**config.mk**
```make
export PLATFORM = sky130hd
export DESIGN_NAME = adc_sequencing_control
export DESIGN_NICKNAME = d
export VERILOG_FILES = /design/src/rtl/adc_seq_pkg.sv /design/src/rtl/conv_if.sv /design/src/rtl/adc_sequencing_control.sv /design/src/rtl/sar_engine.sv
export SDC_FILE = /design/constraint.sdc
export NUM_CORES = 1
export LEC_CHECK = 0
export BUFFER_PORTS_ARGS = -buffer_cell sky130_fd_sc_hd__clkbuf_2
export CAP_MARGIN = 20
export CORE_AREA = 4 4 104 106
export CTS_BUF_LIST = sky130_fd_sc_hd__clkbuf_4
export CTS_CLUSTER_SIZE = 12
export DETAILED_ROUTE_END_ITERATION = 16
export DIE_AREA = 0 0 108 110
export PLACE_DENSITY = 0.73
export SETUP_SLACK_MARGIN = 0.3
export SLEW_MARGIN = 20
export SYNTH_ARGS = -nofsm -noshare
export SYNTH_HDL_FRONTEND = slang
export SYNTH_SLANG_ARGS = --single-unit
```
**constraint.sdc**
```tcl
create_clock -name mclk -period 3.1 [get_ports mclk]
set_input_delay 0.62 -clock mclk [delete_from_list [all_inputs] [get_ports mclk]]
set_output_delay 0.62 -clock mclk [all_outputs]
set_load 0.01 [all_outputs]
```
**src/rtl/adc_seq_pkg.sv**
```systemverilog
package adc_seq_pkg;
    // register indices; byte address is four times the index
    localparam logic [9:0] IDX_CTRL1    = 10'h00E;
    localparam logic [9:0] IDX_CTRL2    = 10'h00F;
    localparam logic [9:0] IDX_RES_HI   = 10'h020;
    localparam logic [9:0] IDX_RES_LO   = 10'h021;
    localparam logic [9:0] IDX_IRQ_STAT = 10'h030;
    localparam logic [9:0] IDX_IRQ_CLR  = 10'h031;
    localparam logic [9:0] IDX_IRQ_EN   = 10'h032;

    // control register one fields
    localparam int CR1_START    = 7;
    localparam int CR1_MODE_LSB = 5;
    localparam int CR1_INDIS    = 4;
    localparam int CR1_CH_LSB   = 0;
    // control register two fields
    localparam int CR2_LADDER   = 5;
    localparam int CR2_TIME_LSB = 1;
    // result lower / status register fields
    localparam int RL_EOC       = 5;
    localparam int RL_BUSY      = 4;

    localparam logic [7:0] CTRL1_RST = 8'h10;
    localparam logic [7:0] CTRL2_RST = 8'h10;

    // interrupt status bits
    localparam int IRQ_W     = 2;
    localparam int IRQ_DONE  = 0;
    localparam int IRQ_ABORT = 1;

    localparam int RES_W = 10;
    localparam int LEN_W = 11;
    // ten bit trials of three cycles each close every conversion
    localparam logic [LEN_W-1:0] SETTLE_CYC = 11'h01E;
    localparam logic [1:0]       TRIAL_LAST = 2'h2;
    localparam logic [RES_W-1:0] MSB_MASK   = 10'h200;

    typedef enum logic [1:0] {
        MODE_DISABLE = 2'h0,
        MODE_SOFT    = 2'h1,
        MODE_RSVD    = 2'h2,
        MODE_REPEAT  = 2'h3
    } op_mode_e;

    // conversion length in core clock cycles per time code
    function automatic logic [LEN_W-1:0] conv_len(input logic [2:0] code);
        case (code)
            3'h0:    conv_len = 11'h027;
            3'h2:    conv_len = 11'h04E;
            3'h3:    conv_len = 11'h09C;
            3'h4:    conv_len = 11'h138;
            3'h5:    conv_len = 11'h270;
            default: conv_len = 11'h4E0;
        endcase
    endfunction : conv_len
endpackage : adc_seq_pkg

```
**src/rtl/conv_if.sv**
```systemverilog
`timescale 1ns/1ps
`default_nettype none
interface conv_if;
    logic                             start;
    logic                             abort;
    logic [adc_seq_pkg::LEN_W-1:0]    len;
    logic                             comp;
    logic                             busy;
    logic                             done;
    logic [adc_seq_pkg::RES_W-1:0]    result;
    logic [adc_seq_pkg::RES_W-1:0]    dac;
    logic                             sample;

    modport ctl (output start, abort, len, comp, input busy, done, result, dac, sample);
    modport eng (input start, abort, len, comp, output busy, done, result, dac, sample);
endinterface : conv_if
`default_nettype wire

```
**src/rtl/adc_sequencing_control.sv**
```systemverilog
// Design decisions made here: the APB register port and the placing of the registers.
`timescale 1ns/1ps
`default_nettype none
// Function
// - software-start mode plus start bit begins one conversion of selected channel.
// - completion stores result, sets end flag and raises done interrupt together.
// - start bit clears itself once conversion has begun.
// - repeat mode restarts conversion each time one completes.
// - disable code halts conversion at once; cut conversion leaves result untouched.
// - reading the upper result byte clears the end flag; a lower byte read leaves it set.
// - new start clears end flag but keeps old result until next completion.
// - standby aborts conversion, resets both control registers, result undefined.
// - after standby no conversion resumes without a fresh start.
// - standby disconnects the reference ladder.
// - each conversion yields a ten-bit unsigned code.
// - busy rises at conversion start, falls at finish, disable abort or standby.
// - time field sets length 39 to 1248 cycles, doubling; two codes reserved.
module adc_sequencing_control (
    input  wire logic        mclk,
    input  wire logic        reset,
    input  wire logic        psel,
    input  wire logic        penable,
    input  wire logic        pwrite,
    input  wire logic [11:0] paddr,
    input  wire logic [31:0] pwdata,
    output logic      [31:0] prdata,
    output logic             pready,
    output logic             pslverr,
    input  wire logic        standby,
    input  wire logic        comparator_in,
    output logic      [3:0]  channel_select_field,
    output logic             analog_input_disable,
    output logic             ladder_connect_control,
    output logic      [9:0]  dac_code,
    output logic             sample_enable,
    output logic             conversion_done_irq,
    output logic             irq
);
    conv_if cv ();

    sar_engine u_engine (
        .mclk  (mclk),
        .reset (reset),
        .cv    (cv)
    );

    logic                              pready_reg;
    logic                              pslverr_reg;
    logic [31:0]                       prdata_reg;
    logic                              start_pend_reg;
    adc_seq_pkg::op_mode_e             mode_reg;
    logic                              indis_reg;
    logic [3:0]                        chan_reg;
    logic                              ladder_on_reg;
    logic [2:0]                        time_reg;
    logic [adc_seq_pkg::RES_W-1:0]     result_reg;
    logic                              eoc_reg;
    logic [adc_seq_pkg::IRQ_W-1:0]     stat_reg;
    logic [adc_seq_pkg::IRQ_W-1:0]     stat_next;
    logic [adc_seq_pkg::IRQ_W-1:0]     en_reg;
    logic                              irq_reg;
    logic                              done_irq_reg;
    logic                              ladder_reg;
    logic                              comp_s1_reg;
    logic                              comp_s2_reg;
    logic                              setup;
    logic                              acc;
    logic                              wr;
    logic                              rd_hi;
    logic                              sw_start;
    logic                              rpt_start;
    logic                              mode_abort;

    // decode one aligned word
    function automatic logic is_reg(input logic [11:0] a, input logic [9:0] idx);
        is_reg = (a[1:0] == 2'h0) && (a[11:2] == idx);
    endfunction : is_reg

    function automatic logic mapped(input logic [11:0] a);
        mapped = is_reg(a, adc_seq_pkg::IDX_CTRL1) || is_reg(a, adc_seq_pkg::IDX_CTRL2)
              || is_reg(a, adc_seq_pkg::IDX_RES_HI) || is_reg(a, adc_seq_pkg::IDX_RES_LO)
              || is_reg(a, adc_seq_pkg::IDX_IRQ_STAT) || is_reg(a, adc_seq_pkg::IDX_IRQ_CLR)
              || is_reg(a, adc_seq_pkg::IDX_IRQ_EN);
    endfunction : mapped

    // bus phase qualifiers; a write lands only at the completing edge
    assign setup = psel && !penable;
    assign acc   = psel && penable && pready_reg;
    assign wr    = acc && pwrite && !pslverr_reg;
    assign rd_hi = acc && !pwrite && is_reg(paddr, adc_seq_pkg::IDX_RES_HI);

    // ready comes one cycle after setup, so every access has zero wait states
    always_ff @(posedge mclk) begin
        if (reset) begin
            pready_reg  <= 1'b0;
            pslverr_reg <= 1'b0;
        end else begin
            pready_reg  <= setup;
            pslverr_reg <= setup && !mapped(paddr);
        end
    end

    // read data captured at setup; write-only clear word reads zero
    always_ff @(posedge mclk) begin
        if (reset) begin
            prdata_reg <= 32'h0000_0000;
        end else if (setup) begin
            prdata_reg <= 32'h0000_0000;
            if (is_reg(paddr, adc_seq_pkg::IDX_CTRL1))
                prdata_reg[7:0] <= {start_pend_reg, mode_reg, indis_reg, chan_reg};
            if (is_reg(paddr, adc_seq_pkg::IDX_CTRL2))
                prdata_reg[7:0] <= {2'h0, ladder_on_reg, 1'b1, time_reg, 1'b0};
            if (is_reg(paddr, adc_seq_pkg::IDX_RES_HI))
                prdata_reg[7:0] <= result_reg[9:2];
            if (is_reg(paddr, adc_seq_pkg::IDX_RES_LO))
                prdata_reg[7:0] <= {result_reg[1:0], eoc_reg, cv.busy, 4'h0};
            if (is_reg(paddr, adc_seq_pkg::IDX_IRQ_STAT))
                prdata_reg[1:0] <= stat_reg;
            if (is_reg(paddr, adc_seq_pkg::IDX_IRQ_EN))
                prdata_reg[1:0] <= en_reg;
        end
    end

    // control register one; standby forces reset value and locks out writes
    always_ff @(posedge mclk) begin
        if (reset || standby) begin
            start_pend_reg <= adc_seq_pkg::CTRL1_RST[adc_seq_pkg::CR1_START];
            mode_reg       <= adc_seq_pkg::op_mode_e'(adc_seq_pkg::CTRL1_RST[6:5]);
            indis_reg      <= adc_seq_pkg::CTRL1_RST[adc_seq_pkg::CR1_INDIS];
            chan_reg       <= adc_seq_pkg::CTRL1_RST[3:0];
        end else begin
            start_pend_reg <= 1'b0;
            if (wr && is_reg(paddr, adc_seq_pkg::IDX_CTRL1)) begin
                start_pend_reg <= pwdata[adc_seq_pkg::CR1_START];
                mode_reg       <= adc_seq_pkg::op_mode_e'(pwdata[6:5]);
                indis_reg      <= pwdata[adc_seq_pkg::CR1_INDIS];
                chan_reg       <= pwdata[3:0];
            end
        end
    end

    // control register two
    always_ff @(posedge mclk) begin
        if (reset || standby) begin
            ladder_on_reg <= adc_seq_pkg::CTRL2_RST[adc_seq_pkg::CR2_LADDER];
            time_reg      <= adc_seq_pkg::CTRL2_RST[3:1];
        end else if (wr && is_reg(paddr, adc_seq_pkg::IDX_CTRL2)) begin
            ladder_on_reg <= pwdata[adc_seq_pkg::CR2_LADDER];
            time_reg      <= pwdata[3:1];
        end
    end

    // a start bit seen while busy is dropped, not queued
    assign sw_start  = start_pend_reg && !cv.busy && !standby
                    && (mode_reg == adc_seq_pkg::MODE_SOFT
                     || mode_reg == adc_seq_pkg::MODE_REPEAT);
    assign rpt_start = cv.done && !standby
                    && (mode_reg == adc_seq_pkg::MODE_REPEAT);
    assign mode_abort = cv.busy && (mode_reg == adc_seq_pkg::MODE_DISABLE);

    // engine hookup; the abort kills the cycle's result before it is stored
    assign cv.start = sw_start || rpt_start;
    assign cv.abort = mode_abort || (cv.busy && standby);
    assign cv.len   = adc_seq_pkg::conv_len(time_reg);
    assign cv.comp  = comp_s2_reg;

    // comparator comes from the analog side, so it is synchronised first
    always_ff @(posedge mclk) begin
        if (reset) begin
            comp_s1_reg <= 1'b0;
            comp_s2_reg <= 1'b0;
        end else begin
            comp_s1_reg <= comparator_in;
            comp_s2_reg <= comp_s1_reg;
        end
    end

    // result holds until the next completion; standby wipes it
    always_ff @(posedge mclk) begin
        if (reset || standby) result_reg <= '0;
        else if (cv.done) result_reg <= cv.result;
    end

    // end flag: completion wins over a clearing read in the same cycle
    always_ff @(posedge mclk) begin
        if (reset || standby) eoc_reg <= 1'b0;
        else if (cv.done) eoc_reg <= 1'b1;
        else if (rd_hi) eoc_reg <= 1'b0;
        else if (sw_start) eoc_reg <= 1'b0;
    end

    // one-cycle done pulse, also every repeat completion
    always_ff @(posedge mclk) begin
        if (reset) done_irq_reg <= 1'b0;
        else done_irq_reg <= cv.done;
    end

    // ladder follows the conversion unless held on; never in standby
    always_ff @(posedge mclk) begin
        if (reset) ladder_reg <= 1'b0;
        else ladder_reg <= !standby && (ladder_on_reg || cv.busy);
    end

    // sticky status; new events beat a clear written in the same cycle
    always_comb begin
        stat_next = stat_reg;
        if (wr && is_reg(paddr, adc_seq_pkg::IDX_IRQ_CLR))
            stat_next = stat_reg & ~pwdata[adc_seq_pkg::IRQ_W-1:0];
        if (cv.done) stat_next[adc_seq_pkg::IRQ_DONE] = 1'b1;
        if (mode_abort) stat_next[adc_seq_pkg::IRQ_ABORT] = 1'b1;
    end

    always_ff @(posedge mclk) begin
        if (reset) begin
            stat_reg <= '0;
            en_reg   <= '0;
            irq_reg  <= 1'b0;
        end else begin
            stat_reg <= stat_next;
            if (wr && is_reg(paddr, adc_seq_pkg::IDX_IRQ_EN))
                en_reg <= pwdata[adc_seq_pkg::IRQ_W-1:0];
            irq_reg <= |(stat_reg & en_reg);
        end
    end

    assign prdata                 = prdata_reg;
    assign pready                 = pready_reg;
    assign pslverr                = pslverr_reg;
    assign channel_select_field   = chan_reg;
    assign analog_input_disable   = indis_reg;
    assign ladder_connect_control = ladder_reg;
    assign dac_code               = cv.dac;
    assign sample_enable          = cv.sample;
    assign conversion_done_irq    = done_irq_reg;
    assign irq                    = irq_reg;

    // cycles since the last engine start, saturating; keeps the covers free of long ranges
    logic [adc_seq_pkg::LEN_W-1:0]     since_start_reg;
    logic                              soft_run_reg;

    always_ff @(posedge mclk) begin
        if (reset || cv.start) since_start_reg <= '0;
        else if (since_start_reg != '1) since_start_reg <= since_start_reg + 11'h001;
    end

    // remembers whether the running conversion came from software or from repeat
    always_ff @(posedge mclk) begin
        if (reset) soft_run_reg <= 1'b0;
        else if (cv.start) soft_run_reg <= sw_start;
    end
endmodule : adc_sequencing_control
`default_nettype wire

```
**src/rtl/sar_engine.sv**
```systemverilog
`timescale 1ns/1ps
`default_nettype none
module sar_engine (
    input  wire logic mclk,
    input  wire logic reset,
    conv_if.eng       cv
);
    typedef enum logic [1:0] {
        ST_IDLE   = 2'b00,
        ST_SAMPLE = 2'b01,
        ST_TRIAL  = 2'b11
    } eng_state_e;

    eng_state_e                     state_reg;
    logic [adc_seq_pkg::LEN_W-1:0]  cnt_reg;
    logic [adc_seq_pkg::LEN_W-1:0]  len_reg;
    logic [1:0]                     sub_reg;
    logic [adc_seq_pkg::RES_W-1:0]  mask_reg;
    logic [adc_seq_pkg::RES_W-1:0]  code_reg;
    logic [adc_seq_pkg::RES_W-1:0]  result_reg;
    logic [adc_seq_pkg::RES_W-1:0]  decided;
    logic                           busy_reg;
    logic                           done_reg;
    logic                           sample_reg;

    // comparator high keeps the trial bit, low drops it
    assign decided = cv.comp ? code_reg : (code_reg & ~mask_reg);

    // sample phase, then one 3-cycle trial per bit, msb first
    always_ff @(posedge mclk) begin
        done_reg <= 1'b0;
        if (reset || cv.abort) begin
            state_reg  <= ST_IDLE;
            busy_reg   <= 1'b0;
            sample_reg <= 1'b0;
            cnt_reg    <= '0;
            len_reg    <= '0;
            sub_reg    <= '0;
            mask_reg   <= '0;
            code_reg   <= '0;
            if (reset) result_reg <= '0;
        end else begin
            case (state_reg)
                ST_IDLE: begin
                    if (cv.start) begin
                        state_reg  <= ST_SAMPLE;
                        busy_reg   <= 1'b1;
                        sample_reg <= 1'b1;
                        cnt_reg    <= '0;
                        len_reg    <= cv.len;
                        code_reg   <= '0;
                    end
                end
                ST_SAMPLE: begin
                    cnt_reg <= cnt_reg + 11'h001;
                    if (cnt_reg == len_reg - adc_seq_pkg::SETTLE_CYC - 11'h001) begin
                        state_reg  <= ST_TRIAL;
                        sample_reg <= 1'b0;
                        mask_reg   <= adc_seq_pkg::MSB_MASK;
                        code_reg   <= adc_seq_pkg::MSB_MASK;
                        sub_reg    <= '0;
                    end
                end
                ST_TRIAL: begin
                    cnt_reg <= cnt_reg + 11'h001;
                    sub_reg <= sub_reg + 2'h1;
                    if (sub_reg == adc_seq_pkg::TRIAL_LAST) begin
                        sub_reg <= '0;
                        if (mask_reg[0]) begin
                            // last bit decided: ten-bit unsigned code out
                            state_reg  <= ST_IDLE;
                            busy_reg   <= 1'b0;
                            done_reg   <= 1'b1;
                            result_reg <= decided;
                            code_reg   <= decided;
                        end else begin
                            code_reg <= decided | (mask_reg >> 1);
                            mask_reg <= mask_reg >> 1;
                        end
                    end
                end
                default: state_reg <= ST_IDLE;
            endcase
        end
    end

    assign cv.busy   = busy_reg;
    assign cv.done   = done_reg;
    assign cv.result = result_reg;
    assign cv.dac    = code_reg;
    assign cv.sample = sample_reg;

    // busy cycles counted for the length check
    logic [adc_seq_pkg::LEN_W-1:0] busy_cyc;
    always_ff @(posedge mclk) begin
        if (reset || !busy_reg) busy_cyc <= '0;
        else busy_cyc <= busy_cyc + 11'h001;
    end
endmodule : sar_engine
`default_nettype wire

```
==> results_dict.tcl, run 1 <==
set metrics [dict create \
    netlist_area_um2 4870 \
    vias 4037 \
    synth_area_per_cell_um2 8.60 \
    synth_seq_cells 101 \
    areaGrowthSynthToFinish_pct 9.84 \
    met2_length_mm 4.82 \
    hold_viol 0 \
    drive_gt1_share_pct 17.1 \
    cp.required_ns 3.45 \
    slew-limit-headroom_pct 54.6 \
    period_share_pct 82.2 \
    slew_viol_final 0 \
    cts_hold_buffers 0 \
    leakagePower_nw 2.14 \
    nets 665 \
    vias_per_cell 5.40 \
    routed_wl_mm 10.6 \
    synth_area_leaders "dfxtp_1, mux2i_1, edfxtp_1, nor2_1, nand2_1" \
    wl_met1_mm 5.09 \
    cts_num_sinks 101 \
    row_count 36 \
    insertion_delay_ns 0.45 \
    worstHoldPathType "input port to register" \
    skew_ns 0.0255 \
    die_w_um 108 \
    wl_met3_um 570 \
    yosys_warnings 0 \
    dieArea_um2 11900 \
    period_minus_slack_ns 2.55 \
    synth-edff-count 10 \
    ir_worst_vdd_mv 0.210 \
    port_buffers 55 \
    path_clk_slew_ns 0.17 \
    outcome "finished clean" \
    power_density_nw_per_um2 400 \
    ys_types 57 \
    rrSetupSlack_ns 0.55 \
    final_common_cell "dfxtp_1" \
    synthCells 566 \
    grt_pass1_vias 3827 \
    multi_input_area_um2 2470 \
    drt_pass1_iterations 5 \
    grt_usage_pct 18.4 \
    setup_violations 0 \
    max_freq_mhz 393 \
    place_congestion 0.821 \
    crit_type "register to register" \
    end_kind "register" \
    worstMarginPinSlew_ns 0.681 \
    ys_seq_area_share_pct 43.6 \
    area.sequential_um2 2120 \
    finalSetupTns_ns 0 \
    numCtsBuffers 9 \
    synth_top_area_share_pct 37.4 \
    worstPathMaxFanout 8 \
    cts_tree "built" \
    avgRoutedWirePerCell_um 14.2 \
    core_um2 9770 \
    drc_errors 0 \
    htree_num_levels 3 \
    synthArstFlopShare_pct 0 \
    io_pins 104 \
    clockBufferDepth 2 \
    overflow 0 \
    crit_arrival_ns 2.89 \
    die_h_um 110 \
    rsz0062_at_grt "no" \
    dpl.hpwl_mm 7.65 \
    start_kind "register" \
    grt_max_degree 30 \
    nFillCells 934 \
    ant_nets 0 \
    initial_core_util_pct 49.8 \
    antenna-diode-count 0 \
    layout_common_cells "dfxtp_1, nor2_1, nand2_1" \
    synth_ff_type "dfxtp_1" \
    finalPower_mw 2.14 \
    grt_pass1_wl_mm 17.7 \
    drv_cap 0 \
    drt_iter0_drc 180 \
    synth_area_leader_cell "dfxtp_1" \
    highest_layer "met4" \
    grt_antenna_before_repair 0 \
    root_buffer "clkbuf_4" \
]
[layout make-up]
cell class	instances	share of cell area (%)
inverters	16	1.12
clock buffers	10	1.40
well taps	133	3.11
flip-flops and latches	101	39.7
repair buffers	68	7.20
clock inverters	6	1.36
multi-input cells	414	46.1
[repair_timing]
item	in CTS	in global routing
setup buffers	0	1
resized for setup	0	1
setup endpoints to repair	0	10
hold endpoints to repair	0	0
[per-layer routing]
layer	vias to the layer above	track usage [%]
li1	2002	-
met1	1901	24.4
met2	116	30.3
met3	18	3.32
met4	0	6.49
met5	-	0
[synth_stat cells, drive strengths merged (4+ instances only)]
cell type,instances
a211oi,7
ha,4
nand3b,9
nor2b,11
o211ai,4
nand4,4
mux2i,36
nand2,64
nor3,18
clkbuf,27
nand3,17
buf,31
or2,4
inv,16
a22oi,9
nand4b,4
o21ai,30
xor2,8
nand2b,4
nor2,70
a31oi,4
or3,4
dfxtp,91
a21oi,33
xnor2,10
edfxtp,10
[final timing paths]
check                           start                   end  cells past startpoint
hold / removal          comparator_in           comp_s1_reg                      2
setup reg to reg  u_engine.len_reg[0]  u_engine.mask_reg[1]                     10
setup / recovery  u_engine.len_reg[0]  u_engine.mask_reg[1]                     10
hold reg to reg           comp_s1_reg           comp_s2_reg                      1
[critical path: stages, from the launching register on]
cell and delay, ns:
dfxtp_1 0.38, ha_1 0.27, a41oi_1 0.45, xor2_1 0.13
or3_1 0.33, nand3_1 0.10, nand4_2 0.11, buf_4 0.22
a21boi_0 0.13, buf_4 0.21, mux2i_1 0.12
[power by group]
group | internal (mW) | switching (mW) | total [mW]
Sequential | 1.33 | 0.00597 | 1.33
Clock | 0.266 | 0.441 | 0.707
Combinational | 0.0299 | 0.0668 | 0.0967
Total | 1.62 | 0.514 | 2.14
[through the flow]
step,std cells,cell area (um2),worst slack (ns),hold WS (ns),utilization [%]
floorplan,589,4960,0.522,0.414,-
global placement,731,5170,0.376,0.434,52.9
detailed placement,731,5170,0.347,0.445,52.9
CTS,747,5320,0.327,0.354,54.5
global route,748,5350,0.306,0.353,54.7
finish,748,5350,0.552,0.365,54.7
[cells by family after synthesis]
logic type	synth area share [%]
buffers and inverters	7.86
XOR/XNOR	3.24
multiplexers	8.09
flip-flops	43.6
other	0.0770
AND/OR/NAND/NOR	23.7
adder cells (fa/ha/maj)	1.03
AO/OA/AOI/OAI	12.4
(Power assumes the default switching activity.)
==> inputs of run 2 (changes only) <==
ABC_AREA = 1   (was default)
CORE_AREA = 4 4 108 110   (was 4 4 104 106)
DIE_AREA = 0 0 112 114   (was 0 0 108 110)
PLACE_DENSITY = 0.76   (was 0.73)
clock period = 2.2 ns   (was 3.1 ns; I/O delays follow)
==> results_dict.tcl, run 2 <==
set metrics [dict create \
    slew-limit-headroom_pct 61.6 \
    drive_gt1_share_pct 18.6 \
    synth-edff-count 10 \
    crit_arrival_ns 2.17 \
    synth_seq_cells 101 \
    nFillCells 1052 \
    ir_worst_vdd_mv 0.272 \
    nets 880 \
    end_kind "register" \
    synthArstFlopShare_pct 0 \
    die_h_um 114 \
    ant_nets 0 \
    synthCells 754 \
    synth_area_per_cell_um2 7.02 \
    hp-start "comparator_in" \
    stdcell_area_um2 5990 \
    dpl.hpwl_mm 9.07 \
    rsz0062_at_grt "yes" \
    clockBufferDepth 2 \
    ys_types 50 \
    rrSetupSlack_ns 0.39 \
    max_freq_mhz 553 \
    worstHoldPathType "input port to register" \
    path_clk_slew_ns 0.15 \
    cp.required_ns 2.57 \
    synth_top_area_share_pct 34.4 \
    htree_num_levels 3 \
    finalPower_mw 2.91 \
    period_minus_slack_ns 1.81 \
    drv_cap 0 \
    grt_usage_pct 19.5 \
    area.sequential_um2 2130 \
    port_buffers 55 \
    post-synth-top-count-cell "nand2_1" \
    r2r_cells 11 \
    synth_common_cells "nand2_1, inv_1, dfxtp_1" \
    place_congestion 0.860 \
    synth_area_leader_cell "dfxtp_1" \
    core_um2 10700 \
    hold_viol 0 \
    vias_per_cell 5.05 \
    die_w_um 112 \
    drt_pass1_iterations 5 \
    r2r_end "u_engine.mask_reg[2]" \
    power_density_nw_per_um2 485 \
    drc_errors 0 \
    leakagePower_nw 2.58 \
    setup_violations 0 \
    areaGrowthSynthToFinish_pct 13.3 \
    slew_viol_final 0 \
    worstPathMaxFanout 8 \
    ys_seq_area_share_pct 40.1 \
    grt_pass1_vias 4589 \
    layout_common_cells "nand2_1, inv_1, dfxtp_1" \
    period_share_pct 82.2 \
    reg2reg_from "u_engine.len_reg[1]" \
    cts_num_sinks 101 \
    worstMarginPinSlew_ns 0.572 \
    min_to "comp_s1_reg" \
    final_common_cell "nand2_1" \
    skew_ns 0.0165 \
    outcome "finished clean" \
    overflow 0 \
    hold_depth 3 \
    row_count 38 \
    grt_pass1_wl_mm 20.8 \
    cts_tree "built" \
    insertion_delay_ns 0.46 \
    finalSetupTns_ns 0 \
    crit_type "register to register" \
    netlist_area_um2 5290 \
    routed_wl_mm 12.4 \
    worst_hold_slack_ns 0.159 \
    synth_area_leaders "dfxtp_1, nand2_1, inv_1, nor2_1, edfxtp_1" \
    synth_ff_type "dfxtp_1" \
    multi_input_area_um2 2610 \
    numCtsBuffers 9 \
    root_buffer "clkbuf_4" \
    grt_max_degree 28 \
    grt_antenna_before_repair 0 \
    antenna-diode-count 0 \
    io_pins 104 \
    start_kind "register" \
    cts_hold_buffers 0 \
    place_area_um2 5700 \
    dieArea_um2 12800 \
    yosys_warnings 0 \
    avgRoutedWirePerCell_um 12.7 \
    initial_core_util_pct 49.5 \
    drt_iter0_drc 404 \
    vias 4897 \
]
run 2: logic make-up after synthesis:
kind of cell    after synthesis  synth area share [%]
fa+ha+maj                     4                 0.946
simple gates                343                  30.0
compound gates              133                  14.0
buf+inv                     165                  13.7
other cells                   1                0.0709
xor+xnor                      7                  1.16
flops                       101                  40.1
run 2: where the power goes:
part           leakage [nW]  switching [mW]  internal, mW
registers             0.840         0.00415          1.87
logic                  1.67           0.109        0.0447
clock network        0.0689           0.620         0.262
total                  2.58           0.733          2.17
run 2: layout make-up:
class                           count  share of cell area, %
Multi-Input combinational cell    512                   43.6
Clock buffer                       11                   1.38
Inverter                          120                   7.60
Timing Repair Buffer               81                   8.39
Sequential cell                   101                   35.5
Clock inverter                      5                  0.585
Tap cell                          140                   2.92
run 2: how the worst max path moves through the flow:
| stage | startpoint | slack [ns] | endpoint |
|---|---|---|---|
| after CTS | u_engine.len_reg[1] | 0.30 | u_engine.mask_reg[8] |
| after global routing | mode_reg[0] | 0.29 | u_engine.len_reg[7] |
| after global placement | u_engine.len_reg[1] | 0.23 | u_engine.cv.dac[9] |
| after floorplan | u_engine.len_reg[0] | 0.47 | u_engine.mask_reg[1] |
| after detailed placement | u_engine.len_reg[1] | 0.23 | u_engine.cv.dac[2] |
| final | u_engine.len_reg[1] | 0.39 | u_engine.mask_reg[2] |
run 2: repair_timing:
action,4_1_cts,5_1_grt
resized for setup,8,22
setup endpoints to repair,18,22
cloned,1,0
endpoints found under the hold margin,0,0
setup buffers,7,1
pin swaps,4,7
run 2: per-stage QoR:
step           util [%]  setup slack (ns)  std cells
2_1_floorplan         -             0.474        777
3_3_place_gp       53.3             0.235        945
3_5_place_dp       53.3             0.230        945
4_1_cts            55.4             0.302        969
5_1_grt            56.0             0.293        970
6_report           56.0             0.391        970
run 2: worst max-delay path, stage by stage (launching register included):
cell     delay, ns
dfxtp_2       0.36
ha_4          0.26
xnor2_1       0.10
nand2_1       0.07
nor2_2        0.15
nand3_2       0.11
nor2_4        0.15
nand3_4       0.15
nand2_8       0.13
inv_4         0.06
nor2_1        0.11
nor2_1        0.06
run 2: metal layers:
| layer | wire length [um] | GRT usage, % | vias to the layer above |
|---|---|---|---|
| li1 | - | - | 2507 |
| met1 | 5520 | 25.6 | 2197 |
| met2 | 5650 | 32.1 | 170 |
| met3 | 941 | 3.93 | 23 |
| met4 | 242 | 6.89 | 0 |
| met5 | 0 | 0 | - |
==> inputs of run 3 (changes only) <==
ABC_AREA = 0   (was 1)
CORE_AREA = 4 4 104 106   (was 4 4 108 110)
DIE_AREA = 0 0 108 110   (was 0 0 112 114)
clock period = 1.6 ns   (was 2.2 ns; I/O delays follow)
==> results_dict.tcl, run 3 (same netlist as run 1, synthesis figures left out) <==
set metrics [dict create \
    hold_viol 0 \
    skew_ns 0.0391 \
    grt_antenna_before_repair 0 \
    power_density_nw_per_um2 593 \
    failed_checks "setup timing" \
    max_freq_mhz 437 \
    layout_common_cells "buf_4, buf_6, nand2_1" \
    fin_ws_ns -0.688 \
    drc_errors 0 \
    rrSetupSlack_ns -0.69 \
    finish.utilization_pct 76.3 \
    crit_arrival_ns 2.71 \
    htree_num_levels 3 \
    worstMarginPinSlew_ns 0.539 \
    vias 5194 \
    slowest_delay_ns 0.41 \
    worstPathMaxFanout 5 \
    place_congestion 0.961 \
    areaGrowthSynthToFinish_pct 53.1 \
    overflow 0 \
    period_minus_slack_ns 2.29 \
    start_kind "register" \
    numCtsBuffers 9 \
    switching_share_pct 29.2 \
    avgRoutedWirePerCell_um 20.5 \
    drt_pass1_iterations 5 \
    io_pins 104 \
    root_buffer "clkbuf_4" \
    ir_worst_vdd_mv 0.370 \
    die_h_um 110 \
    antenna-diode-count 0 \
    setup_violations 44 \
    path_buf_inv 2 \
    cts_tree "built" \
    slew_viol_final 0 \
    drive_gt1_share_pct 52.0 \
    seqPwrFrac_pct 58.5 \
    rsz0062_at_grt "yes" \
    final_common_cell "buf_4" \
    row_count 36 \
    routed_wl_mm 18.0 \
    path_clk_slew_ns 0.19 \
    initial_core_util_pct 49.8 \
    port_buffers 55 \
    grt_pass1_wl_mm 23.5 \
    dieArea_um2 11900 \
    slew-limit-headroom_pct 63.7 \
    worstHoldPathType "input port to register" \
    grt_pass1_vias 4772 \
    drv_cap 0 \
    path_cells "ha_4 > buf_4 > nor2_1 > o21ai_0 > o311ai_2 > o21ai_2 > nand4_4 > nor3b_4 > buf_6 > mux2i_1" \
    ant_nets 0 \
    nets 792 \
    insertion_delay_ns 0.49 \
    dpl.hpwl_mm 8.92 \
    cp.required_ns 2.02 \
    core_um2 9770 \
    end_kind "register" \
    pre_cts_slack_ns -0.816 \
    cts_hold_buffers 0 \
    outcome "finished with violations" \
    internal_power_mw 3.13 \
    grt_usage_pct 25.1 \
    finalPower_mw 4.42 \
    drt_iter0_drc 381 \
    die_w_um 108 \
    crit_type "register to register" \
    crit_family "simple AND/OR/NAND/NOR gates" \
    leakagePower_nw 3.09 \
    p_sw_mw 1.29 \
    combPwrFrac_pct 7.6 \
    grt_max_degree 23 \
    period_share_pct 143 \
    nFillCells 557 \
    pwr-share-clk_pct 33.9 \
    worst_path_max_delay_cell "dfxtp_4" \
    vias_per_cell 5.94 \
    clockBufferDepth 2 \
    cts_num_sinks 101 \
]
## run 3: worst reg2reg max path, delay by kind of cell (launching register included)
kind                     cells  cell delay, ns
flip-flops                   1            0.41
adder cells (fa/ha/maj)      1            0.19
multiplexers                 1            0.19
AO/OA/AOI/OAI                3            0.42
buffers and inverters        2            0.33
AND/OR/NAND/NOR              3            0.69
## run 3: power groups by stage
stage / clock network, mW / registers [mW] / logic [mW]
CTS: 1.49 / 2.59 / 0.265
detailed placement: 0 / 2.64 / 0.215
finish: 1.50 / 2.59 / 0.337
floorplan: 0 / 2.64 / 0.154
global route: 1.58 / 2.59 / 0.355
global placement: 0 / 2.64 / 0.211
## run 3: layout make-up
class                      count  area [um2]  area share [%]
clock buffer                   9        67.6           0.906
clock inverter                 7        86.3            1.16
inverter                      16        60.1           0.806
multi-input combinational    415        3170            42.5
sequential                   101        2180            29.3
tap                          133         166            2.23
timing repair buffer         194        1730            23.2
## run 3: final timing paths
check,to,from,depth (start not counted)
setup / recovery,u_engine.cv.dac[1],u_engine.len_reg[1],10
hold / removal,comp_s1_reg,comparator_in,2
setup reg to reg,u_engine.cv.dac[1],u_engine.len_reg[1],10
hold reg to reg,comp_s2_reg,comp_s1_reg,1
## run 3: metrics by stage
step	hold WS, ns	setup TNS (ns)	std cells	cell area [um2]
floorplan	0.414	-21.74	589	5040
global placement	0.431	-27.55	795	5730
detailed placement	0.452	-29.90	795	5730
CTS	0.0157	-13.67	854	6720
global route	0.0218	-20.63	875	7450
finish	0.0374	-18.61	875	7450
## run 3: what timing repair did
action / in CTS / in global routing
setup buffers: 36 / 20
pin swaps: 59 / 44
setup endpoints to repair: 121 / 124
gates cloned: 7 / 1
gates resized for setup: 152 / 146
## run 3: per-layer routing
layer  part of all wire (%)  vias up  track usage (%)
met4                    5.8        0             12.9
met3                    8.9      106             5.59
met2                     49      357             42.6
met1                     36     2465             29.9
li1                       -     2266                -
met5                      0        -                0
